--- src/verilog/hotswap_defines.svh ---
`ifndef HOTSWAP_DEFINES_SVH
`define HOTSWAP_DEFINES_SVH

// ***************************************************
// Register offsets (word index on the command port)
// ***************************************************
`define OFS_CONTROL      8'h00
`define OFS_INT_STATUS   8'h01
`define OFS_INT_MASK     8'h02
`define OFS_PAIR_STATE   8'h03
`define OFS_TIMEBASE     8'h04
`define OFS_DELAY_BASE   8'h10
`define OFS_BOUNCE_BASE  8'h20
`define OFS_SOURCE_BASE  8'h30

// ***************************************************
// Control register fields
// ***************************************************
`define CTL_CONNECT_BIT     0
`define CTL_BUSY_BIT        1
`define CTL_DISCONNECT_BIT  2
`define CTL_PLUGGED_BIT     3
`define CTL_LINE_EN_BIT     4

// ***************************************************
// Interrupt status bits
// ***************************************************
`define IRQ_CONNECT_DONE     0
`define IRQ_DISCONNECT_DONE  1

// ***************************************************
// Source select encodings
// ***************************************************
`define SRC_FORCED_OFF   4'h0
`define SRC_FOLLOW       4'h7
`define SRC_FORCED_ON    4'h8

// ***************************************************
// Timing
// ***************************************************
`define CLK_PERIOD_NS      10
`define TICK_NS            1000
`define TICK_CYCLES        (`TICK_NS / `CLK_PERIOD_NS)
`define BOUNCE_HALF_NS     10000
`define BOUNCE_HALF_TICKS  (`BOUNCE_HALF_NS / `TICK_NS)

// ***************************************************
// Reset defaults: steps follow connector pin length
// ***************************************************
`define DEF_DELAY_STEP   16'h0010
`define DEF_SOURCE_P     4'h1
`define DEF_SOURCE_N     4'h2

`endif

--- src/verilog/hotswap_pkg.sv ---
package hotswap_pkg;

   // Sequencer states, gray coded along idle-run-done
   typedef enum logic [1:0] {
      SEQ_IDLE = 2'b00,
      SEQ_RUN  = 2'b01,
      SEQ_DONE = 2'b11
   } seq_state_t;

   // Direction of the current sequence
   typedef enum logic {
      DIR_CONNECT    = 1'b0,
      DIR_DISCONNECT = 1'b1
   } seq_dir_t;

   typedef logic [15:0] delay_t;
   typedef logic [3:0]  source_sel_t;

endpackage

--- src/verilog/profile_bus_if.sv ---
`timescale 1ns/10ps

// Shared sequencing context for the timed profiles
interface profile_bus_if;
   import hotswap_pkg::*;

   logic     [15:0] elapsed;       // Ticks since sequence start
   logic     [15:0] span;          // Longest delay plus bounce of the sequence
   logic            tick;          // Common timebase pulse
   logic            running;       // Sequence in progress
   seq_dir_t        dir;           // Connect or disconnect
   logic            clear;         // Sequence start pulse

   modport seq  (output elapsed, span, tick, running, dir, clear);
   modport prof (input  elapsed, span, tick, running, dir, clear);
endinterface

--- src/verilog/timed_profile.sv ---
`timescale 1ns/10ps
`include "hotswap_defines.svh"

// ***************************************************
// One timed source: delay plus optional bounce
// ***************************************************
module timed_profile (
   // Clock and reset
   input  wire logic      core_clk,
   input  wire logic      reset,
   // Shared sequence context
   profile_bus_if.prof    pb,
   // Programmed settings, latched at sequence start
   input  wire logic [15:0] delay_in,
   input  wire logic [7:0]  bounce_in,
   // Profile output, high means connected
   output logic             level
);
   import hotswap_pkg::*;

   logic [15:0] delay_reg, delay_next;    // Frozen delay
   logic [7:0]  bounce_reg, bounce_next;  // Frozen bounce length (ticks)
   logic        level_reg, level_next;    // Output level
   logic [15:0] edge_t;                   // Tick at which the switch moves
   logic [15:0] tail;                     // Ticks past the switch point
   logic        phase;                    // Bounce square wave

   assign level = level_reg;

   // Next state: settings freeze at sequence start so edits take effect later
   always_comb begin
      delay_next  = delay_reg;
      bounce_next = bounce_reg;
      level_next  = level_reg;
      edge_t = (pb.dir == DIR_CONNECT) ? delay_reg : 16'(pb.span - delay_reg);
      tail   = 16'(pb.elapsed - edge_t);
      phase  = tail[0];
      if (pb.clear) begin
         delay_next  = delay_in;
         bounce_next = bounce_in;
      end else if (pb.running) begin
         if (pb.elapsed < edge_t) begin
            level_next = (pb.dir == DIR_DISCONNECT);
         end else if (tail < {8'h00, bounce_reg}) begin
            level_next = (pb.dir == DIR_CONNECT) ? phase : ~phase;
         end else begin
            level_next = (pb.dir == DIR_CONNECT);
         end
      end
   end

   // Register stage
   always_ff @(posedge core_clk) begin
      if (reset) begin
         delay_reg  <= 16'h0000;
         bounce_reg <= 8'h00;
         level_reg  <= 1'b0;
      end else begin
         delay_reg  <= delay_next;
         bounce_reg <= bounce_next;
         level_reg  <= level_next;
      end
   end
endmodule

--- src/verilog/cable_pair_hotswap_sequencer.sv ---
// Behaviour
// - separate switch enable per signal
// - six independent programmable timing profiles
// - profiles hold delay and bounce settings
// - decode select: off, profiles, follow, on
// - nine-way mux, passes when line enabled
// - connect/disconnect commands run all profiles
// - busy bit 1 while sequence runs
// - pair indicator green, orange or off
// - default assignment follows pin lengths
// - disconnect mirrors connect timing
// - changes while plugged apply at disconnect
//
// Implementation choices: the plain strobed port and the register offsets.
`timescale 1ns/10ps
`include "hotswap_defines.svh"

module cable_pair_hotswap_sequencer (
   // Clock and reset
   input  wire logic        core_clk,
   input  wire logic        reset,
   // Register port
   input  wire logic [7:0]  reg_addr,
   input  wire logic [31:0] reg_wdata,
   input  wire logic        reg_write,
   input  wire logic        reg_read,
   output logic      [31:0] reg_rdata,
   // Switch enables, order positive then negative per pair
   output logic             pair_one_positive,
   output logic             pair_one_negative,
   output logic             pair_two_positive,
   output logic             pair_two_negative,
   output logic             pair_three_positive,
   output logic             pair_three_negative,
   output logic             pair_four_positive,
   output logic             pair_four_negative,
   // Pair indicators
   output logic      [3:0]  led_green,
   output logic      [3:0]  led_orange,
   // Interrupt
   output logic             irq
);
   import hotswap_pkg::*;

   // ***************************************************
   // State
   // ***************************************************
   profile_bus_if pb ();

   delay_t      delay_reg  [6];          // Per-profile delay (ticks)
   delay_t      delay_next [6];
   logic [7:0]  bounce_reg [6];          // Per-profile bounce length
   logic [7:0]  bounce_next[6];
   source_sel_t source_reg [8];          // Per-signal source select
   source_sel_t source_next[8];
   logic        line_en_reg, line_en_next;     // Hot-swap line enable
   logic        plugged_reg, plugged_next;     // Hot-swap state
   logic [1:0]  irq_stat_reg, irq_stat_next;   // Sticky events
   logic [1:0]  irq_mask_reg, irq_mask_next;   // Event mask
   logic [31:0] rdata_reg, rdata_next;         // Read data
   seq_state_t  state_reg, state_next;         // Sequencer
   seq_dir_t    dir_reg, dir_next;
   logic [15:0] elapsed_reg, elapsed_next;     // Ticks into sequence
   logic [15:0] span_reg, span_next;           // Sequence length
   logic [6:0]  presc_reg, presc_next;         // Timebase prescaler
   logic        clear_reg, clear_next;         // Start pulse to profiles
   logic [7:0]  sw_reg, sw_next;               // Switch enables
   logic [3:0]  green_reg, green_next;
   logic [3:0]  orange_reg, orange_next;
   logic        irq_reg, irq_next;
   logic [5:0]  prof_level;                    // Profile outputs
   logic [15:0] max_delay;                     // Longest profile delay plus bounce
   logic [1:0]  done_evt;                      // Completion events
   logic        busy;

   // ***************************************************
   // Timed profiles
   // ***************************************************
   // six profile instances
   genvar g;
   generate
      for (g = 0; g < 6; g++) begin : gen_prof
         timed_profile u_prof (
            .core_clk  (core_clk),
            .reset     (reset),
            .pb        (pb.prof),
            .delay_in  (delay_reg[g]),
            .bounce_in (bounce_reg[g]),
            .level     (prof_level[g])
         );
      end
   endgenerate

   assign pb.elapsed = elapsed_reg;
   assign pb.span    = span_reg;
   assign pb.tick    = (presc_reg == 7'(`TICK_CYCLES - 1));
   assign pb.running = (state_reg == SEQ_RUN);
   assign pb.dir     = dir_reg;
   assign pb.clear   = clear_reg;

   assign busy = (state_reg != SEQ_IDLE) || clear_reg;

   // Longest delay plus bounce sets the sequence length
   always_comb begin
      max_delay = 16'h0000;
      for (int i = 0; i < 6; i++) begin
         if (16'(delay_reg[i] + bounce_reg[i]) > max_delay) begin
            max_delay = 16'(delay_reg[i] + bounce_reg[i]);
         end
      end
   end

   // ***************************************************
   // Sequencer next state
   // ***************************************************
   always_comb begin
      state_next   = state_reg;
      dir_next     = dir_reg;
      elapsed_next = elapsed_reg;
      span_next    = span_reg;
      presc_next   = 7'(presc_reg + 7'h01);
      clear_next   = 1'b0;
      plugged_next = plugged_reg;
      done_evt     = 2'b00;
      if (pb.tick) begin
         presc_next = 7'h00;
      end
      case (state_reg)
         SEQ_IDLE: begin
            if (reg_write && reg_addr == `OFS_CONTROL && !clear_reg) begin
               if (reg_wdata[`CTL_CONNECT_BIT]) begin
                  dir_next   = DIR_CONNECT;
                  clear_next = 1'b1;
               end else if (reg_wdata[`CTL_DISCONNECT_BIT]) begin
                  dir_next   = DIR_DISCONNECT;
                  clear_next = 1'b1;
               end
            end
            if (clear_reg) begin
               state_next   = SEQ_RUN;
               elapsed_next = 16'h0000;
               presc_next   = 7'h00;
               span_next    = max_delay;
               // Follow source moves at once with the command
               plugged_next = (dir_reg == DIR_CONNECT);
            end
         end
         SEQ_RUN: begin
            if (pb.tick) begin
               if (elapsed_reg > span_reg) begin
                  state_next = SEQ_DONE;
               end else begin
                  elapsed_next = 16'(elapsed_reg + 16'h0001);
               end
            end
         end
         SEQ_DONE: begin
            state_next = SEQ_IDLE;
            done_evt   = (dir_reg == DIR_CONNECT) ? 2'b01 : 2'b10;
         end
         default: begin
            state_next = SEQ_IDLE;
         end
      endcase
   end

   // ***************************************************
   // Register file next state
   // ***************************************************
   always_comb begin
      line_en_next  = line_en_reg;
      irq_mask_next = irq_mask_reg;
      delay_next    = delay_reg;
      bounce_next   = bounce_reg;
      source_next   = source_reg;
      rdata_next    = 32'h0000_0000;
      irq_stat_next = irq_stat_reg;
      if (reg_write) begin
         if (reg_addr == `OFS_CONTROL) begin
            line_en_next = reg_wdata[`CTL_LINE_EN_BIT];
         end else if (reg_addr == `OFS_INT_STATUS) begin
            irq_stat_next = irq_stat_reg & ~reg_wdata[1:0];
         end else if (reg_addr == `OFS_INT_MASK) begin
            irq_mask_next = reg_wdata[1:0];
         end
         for (int i = 0; i < 6; i++) begin
            if (reg_addr == 8'(`OFS_DELAY_BASE + i)) begin
               delay_next[i] = reg_wdata[15:0];
            end
            if (reg_addr == 8'(`OFS_BOUNCE_BASE + i)) begin
               bounce_next[i] = reg_wdata[7:0];
            end
         end
         for (int i = 0; i < 8; i++) begin
            if (reg_addr == 8'(`OFS_SOURCE_BASE + i)) begin
               source_next[i] = reg_wdata[3:0];
            end
         end
      end
      // Set wins over a clear in the same cycle
      irq_stat_next = irq_stat_next | done_evt;
      if (reg_read) begin
         case (reg_addr)
            `OFS_CONTROL: begin
               rdata_next[`CTL_BUSY_BIT]    = busy;
               rdata_next[`CTL_PLUGGED_BIT] = plugged_reg;
               rdata_next[`CTL_LINE_EN_BIT] = line_en_reg;
            end
            `OFS_INT_STATUS: rdata_next[1:0] = irq_stat_reg;
            `OFS_INT_MASK:   rdata_next[1:0] = irq_mask_reg;
            `OFS_PAIR_STATE: rdata_next[7:0] = sw_reg;
            `OFS_TIMEBASE:   rdata_next[15:0] = elapsed_reg;
            default: begin
               for (int i = 0; i < 6; i++) begin
                  if (reg_addr == 8'(`OFS_DELAY_BASE + i)) begin
                     rdata_next[15:0] = delay_reg[i];
                  end
                  if (reg_addr == 8'(`OFS_BOUNCE_BASE + i)) begin
                     rdata_next[7:0] = bounce_reg[i];
                  end
               end
               for (int i = 0; i < 8; i++) begin
                  if (reg_addr == 8'(`OFS_SOURCE_BASE + i)) begin
                     rdata_next[3:0] = source_reg[i];
                  end
               end
            end
         endcase
      end
   end

   // ***************************************************
   // Switch mux and indicators
   // ***************************************************
   always_comb begin
      sw_next = sw_reg;
      for (int i = 0; i < 8; i++) begin
         if (line_en_reg) begin
            if (source_reg[i] == `SRC_FORCED_OFF) begin
               sw_next[i] = 1'b0;
            end else if (source_reg[i] == `SRC_FOLLOW) begin
               sw_next[i] = plugged_reg;
            end else if (source_reg[i] == `SRC_FORCED_ON) begin
               sw_next[i] = 1'b1;
            end else if (source_reg[i] <= 4'h6) begin
               sw_next[i] = prof_level[3'(source_reg[i] - 4'h1)];
            end else begin
               // Undefined codes isolate the signal
               sw_next[i] = 1'b0;
            end
         end
      end
      for (int p = 0; p < 4; p++) begin
         green_next[p]  = sw_reg[2*p] & sw_reg[2*p+1];
         orange_next[p] = sw_reg[2*p] ^ sw_reg[2*p+1];
      end
      irq_next = |(irq_stat_reg & irq_mask_reg);
   end

   // ***************************************************
   // Register stage
   // ***************************************************
   always_ff @(posedge core_clk) begin
      if (reset) begin
         for (int i = 0; i < 8; i++) begin
            source_reg[i] <= i[0] ? `DEF_SOURCE_N : `DEF_SOURCE_P;
         end
         for (int i = 0; i < 6; i++) begin
            delay_reg[i]  <= 16'(`DEF_DELAY_STEP * (i + 1));
            bounce_reg[i] <= 8'(`BOUNCE_HALF_TICKS);
         end
         line_en_reg  <= 1'b1;
         plugged_reg  <= 1'b0;
         irq_stat_reg <= 2'b00;
         irq_mask_reg <= 2'b00;
         rdata_reg    <= 32'h0000_0000;
         state_reg    <= SEQ_IDLE;
         dir_reg      <= DIR_CONNECT;
         elapsed_reg  <= 16'h0000;
         span_reg     <= 16'h0000;
         presc_reg    <= 7'h00;
         clear_reg    <= 1'b0;
         sw_reg       <= 8'h00;
         green_reg    <= 4'h0;
         orange_reg   <= 4'h0;
         irq_reg      <= 1'b0;
      end else begin
         source_reg   <= source_next;
         delay_reg    <= delay_next;
         bounce_reg   <= bounce_next;
         line_en_reg  <= line_en_next;
         plugged_reg  <= plugged_next;
         irq_stat_reg <= irq_stat_next;
         irq_mask_reg <= irq_mask_next;
         rdata_reg    <= rdata_next;
         state_reg    <= state_next;
         dir_reg      <= dir_next;
         elapsed_reg  <= elapsed_next;
         span_reg     <= span_next;
         presc_reg    <= presc_next;
         clear_reg    <= clear_next;
         sw_reg       <= sw_next;
         green_reg    <= green_next;
         orange_reg   <= orange_next;
         irq_reg      <= irq_next;
      end
   end

   assign pair_one_positive   = sw_reg[0];
   assign pair_one_negative   = sw_reg[1];
   assign pair_two_positive   = sw_reg[2];
   assign pair_two_negative   = sw_reg[3];
   assign pair_three_positive = sw_reg[4];
   assign pair_three_negative = sw_reg[5];
   assign pair_four_positive  = sw_reg[6];
   assign pair_four_negative  = sw_reg[7];
   assign led_green           = green_reg;
   assign led_orange          = orange_reg;
   assign irq                 = irq_reg;
   assign reg_rdata           = rdata_reg;
endmodule

--- config.mk ---
export PLATFORM = sky130hd
export DESIGN_NAME = cable_pair_hotswap_sequencer
export DESIGN_NICKNAME = d
export VERILOG_FILES = /design/src/verilog/hotswap_pkg.sv /design/src/verilog/profile_bus_if.sv /design/src/verilog/timed_profile.sv /design/src/verilog/cable_pair_hotswap_sequencer.sv
export VERILOG_INCLUDE_DIRS = /design/src /design/src/verilog
export SDC_FILE = /design/constraint.sdc
export NUM_CORES = 2
export LEC_CHECK = 0
export ABC_AREA = 1
export BUFFER_PORTS_ARGS = -buffer_cell sky130_fd_sc_hd__buf_4
export CAP_MARGIN = 20
export CORE_UTILIZATION = 55
export CTS_BUF_LIST = sky130_fd_sc_hd__clkbuf_4 sky130_fd_sc_hd__clkbuf_8
export CTS_CLUSTER_SIZE = 8
export DETAILED_ROUTE_END_ITERATION = 8
export GPL_TIMING_DRIVEN = 0
export HOLD_SLACK_MARGIN = 0.08
export PLACE_DENSITY = 0.72
export SYNTH_ARGS = -nofsm -noshare
export SYNTH_HDL_FRONTEND = slang
export SYNTH_HIERARCHICAL = 1
export SYNTH_SLANG_ARGS = --single-unit
--- constraint.sdc ---
create_clock -name core_clk -period 13.79 [get_ports core_clk]
set_input_delay 0.6895 -clock core_clk [delete_from_list [all_inputs] [get_ports core_clk]]
set_output_delay 0.6895 -clock core_clk [all_outputs]
set_load 0.005 [all_outputs]
==> metrics.md <==
| Metric | Value |
|---|---|
| Num Clock Sinks | `408` |
| Layout area overhead | `10.05%` |
| Async S/R FF share, synth | `0%` |
| Netlist Area Pre-Place | `around 35000 sq um` |
| Vias post-DR | `roughly 38000` |
| Row cnt | `92` |
| Dpl hpwl | `between 100000 and 150000 um` |
| Yosys Warn Count | `6` |
| Die area | `65240 sq um` |
| Final wirelength | `around 140000 um` |
| Hold WS | `approximately 260 ps` |
| CP max FO | `10` |
| Core Region | `approximately 63000 sq um` |
| Vias in the first global route | `about 34000` |
| Clock buffer depth | `3` |
| Max-Cap Viols | `0` |
| CP required | `between 10000 and 15000 ps` |
| DR iter-0 viols | `between 4000 and 5000` |
| Critical Path Start | `delay_reg[66]` |
| Die Y | `around 260 um` |
| CP Class | `reg2reg` |
| Headroom to the max-slew limit | `approximately 5.8%` |
| Mapped Avg Cell Area | `approximately 6.5 sq um` |
| Clk_skew | `~63 ps` |
| Main synth FF type | `dfxtp_1` |
| Wire length of the first global-routing pass | `203800 um` |
| Commonest non-fill, non-tap cell in the layout | `nand2_1` |
| Setup slack, reg-to-reg | `about 850 ps` |
| PD cells | `79.30 nW/um^2` |
| WL per Instance | `slightly above 20 um` |
| Initial core utilization | `about 56%` |
| Drt via density | `slightly below 6` |
| Number of synthesized flops with an enable pin | `0` |
| Synth top area cells | `dfxtp_1 23%, ha_1 14%, nand2_1 13%` |
| Clock-pin slew on the worst setup and hold paths | `roughly 70 ps` |
| Placed insts | `6387` |
| Pre-Repair DR Iteration Count | `9` |
| Reg2reg start | `delay_reg[66]` |
| Final ANT Viol Nets | `0` |
| Post-Syn Instances | `5450` |
| Hold buffers post-CTS | `0` |
| RSZ-0062 raised after global routing | `no` |
| RD Place Congestion | `1.079` |
| FF-to-FF End | `pb.span[11]` |
| Max Freq | `between 70 and 80 MHz` |
| Final Hold Viols | `0` |
| Min Tclk post-route | `12940 ps` |
| Final #Nets | `6088` |
| Slowest CP cell | `xor2_1` |
| Worst EP arrival | `about 14000 ps` |
| Share of cells above drive strength 1 | `between 6 and 7%` |
| Seq/Total Area, Yosys | `about 23%` |
| CTS HTree Levels | `3` |
| Slew Limit Fails | `0` |
| Initial antenna violation count | `3` |
| GRT overflow | `0` |
| Worst r2r path cells | `66` |
| Setup ws final | `~850 ps` |
| Pre-CTS setup slack | `between 700 and 800 ps` |
| Clock root cell | `clkbuf_8` |
| Largest net degree at the start of global routing | `33` |
| Critical Path Most Common Cell | `nand2_1` |
| Startpoint types | `flip-flop` |
| TritonCTS clock tree | `yes` |
| CP Capture Type | `flip-flop` |
| Port Buffer Count | `60` |
| Period utilisation layout | `~94%` |
| Post-synth top area cell | `dfxtp_1` |
| Hold crit path type | `in2reg` |
| Die width | `255.4 um` |
| Setup TNS | `0 ps` |
| Crit-path max cell delay | `420 ps` |
| Share of the synthesized area in the top cell type | `between 20% and 30%` |
| P_leak | `around 0.019 uW` |
| Synth unique cells | `slightly above 60` |
| #FFs+latches synth | `around 410` |
| Post-CTS Setup Inserts | `0` |
| Clock latency on the worst-skew pair | `between 700 and 800 ps` |
| Final setup vio count | `0` |
| Max VDD drop | `between 0.06 and 0.07 mV` |
| Commonest non-fill, non-tap cells in the layout | `1228 x nand2_1, 819 x inv_1, 530 x o21ai_0` |
| CTS resizes | `0` |
| Cts bufs inserted | `76` |
| Slew at the pin closest to its max-slew limit | `approximately 1400 ps` |
| CP Capture Point | `pb.span[11]` |
| Tot GR Track Use | `a little over 40%` |
| Drt drc | `0` |
| Outcome | `completed` |
| Non-Filler Instances | `about 6500` |
| IO Count | `between 90 and 100` |
where the power goes:
group          internal [uW]  leakage (uW)  switching, uW
Sequential              1180       0.00329           4.50
Clock                    732      0.000886            574
Combinational            191        0.0149            399
cell usage after synthesis (6+ instances only):
library cell  instances
nand2_1            1228
nand3b_1             22
a21oi_1             513
a211oi_1             23
clkinv_1             16
o211ai_1             38
xor2_1              149
fa_1                 18
o22ai_1              15
a221oi_1             21
nor2_2               23
nor2_1              388
o21ai_0             534
ha_1                405
o21ai_1              18
o2111ai_1            21
inv_2                 7
dfxtp_1             408
nand4_1              46
inv_1               819
nand3_1             263
nand2_2              53
o21ai_2               6
and2_1               32
a21o_1               18
buf_4                17
nor4_1                6
xnor2_1              30
a21oi_2              12
buf_2                 9
a31oi_1              18
clkbuf_1            118
nand3_2              17
o31ai_1               9
or2_1                 7
o21bai_1             20
nor3_1               45
how the worst min path moves through the flow:
stage                 startpoint        endpoint  cells after the start  slack, ps
floorplan           presc_reg[0]    presc_reg[0]                      1        420
global placement    presc_reg[0]    presc_reg[0]                      1        430
detailed placement  presc_reg[0]    presc_reg[0]                      1        440
CTS                 reg_wdata[3]   delay_reg[83]                      3        250
global route        reg_wdata[1]  source_reg[25]                      3        300
finish              reg_wdata[3]   delay_reg[83]                      3        260
per-stage QoR:
step                      util, %  instance area, sq um  power, uW
after CTS                   61.33                 38830       3050
after floorplan                 -                 35380       1598
final                       61.40                 38870       3083
after global routing        61.38                 38860       3193
after detailed placement    58.70                 37160       1773
after global placement      58.27                 36890       1771
critical path, delay by kind of cell (launching register included):
kind	cells	cell delay [ps]
buffers and inverters	9	1950
and+or+nand+nor	30	4180
xor gates and xnor gates	1	420
DFF	1	410
adders and majority gates	6	2090
AOI/OAI and AO/OA	20	3730
metal layers:
metal	part of all wire (%)	vias up	GRT usage [%]
met4	6.5	4	22.98
met2	40	2094	59.56
met1	41	17030	54.22
li1	-	18270	-
met3	13	455	10.57
met5	0.035	-	0
cells by family after synthesis:
logic type	after synthesis	synth area share [%]
XOR/XNOR	179	4.438
other	1	0.01062
AO/OA/AOI/OAI	1292	20.22
flip-flops	408	23.12
buffers and inverters	993	10.83
adder cells (fa/ha/maj)	423	15.37
AND/OR/NAND/NOR	2154	26.01
layout make-up:
cell class	count	area, sq um
Buffer	151	665.6
Tap cell	846	1059
Fill cell	6218	24440
Antenna cell	6	15.01
Sequential cell	408	8172
Clock inverter	23	270.3
Inverter	842	3161
Multi-Input combinational cell	4064	23390
Timing Repair Buffer	78	744.5
Clock buffer	109	1394
Note: power is estimated with default switching activity, not from simulation.
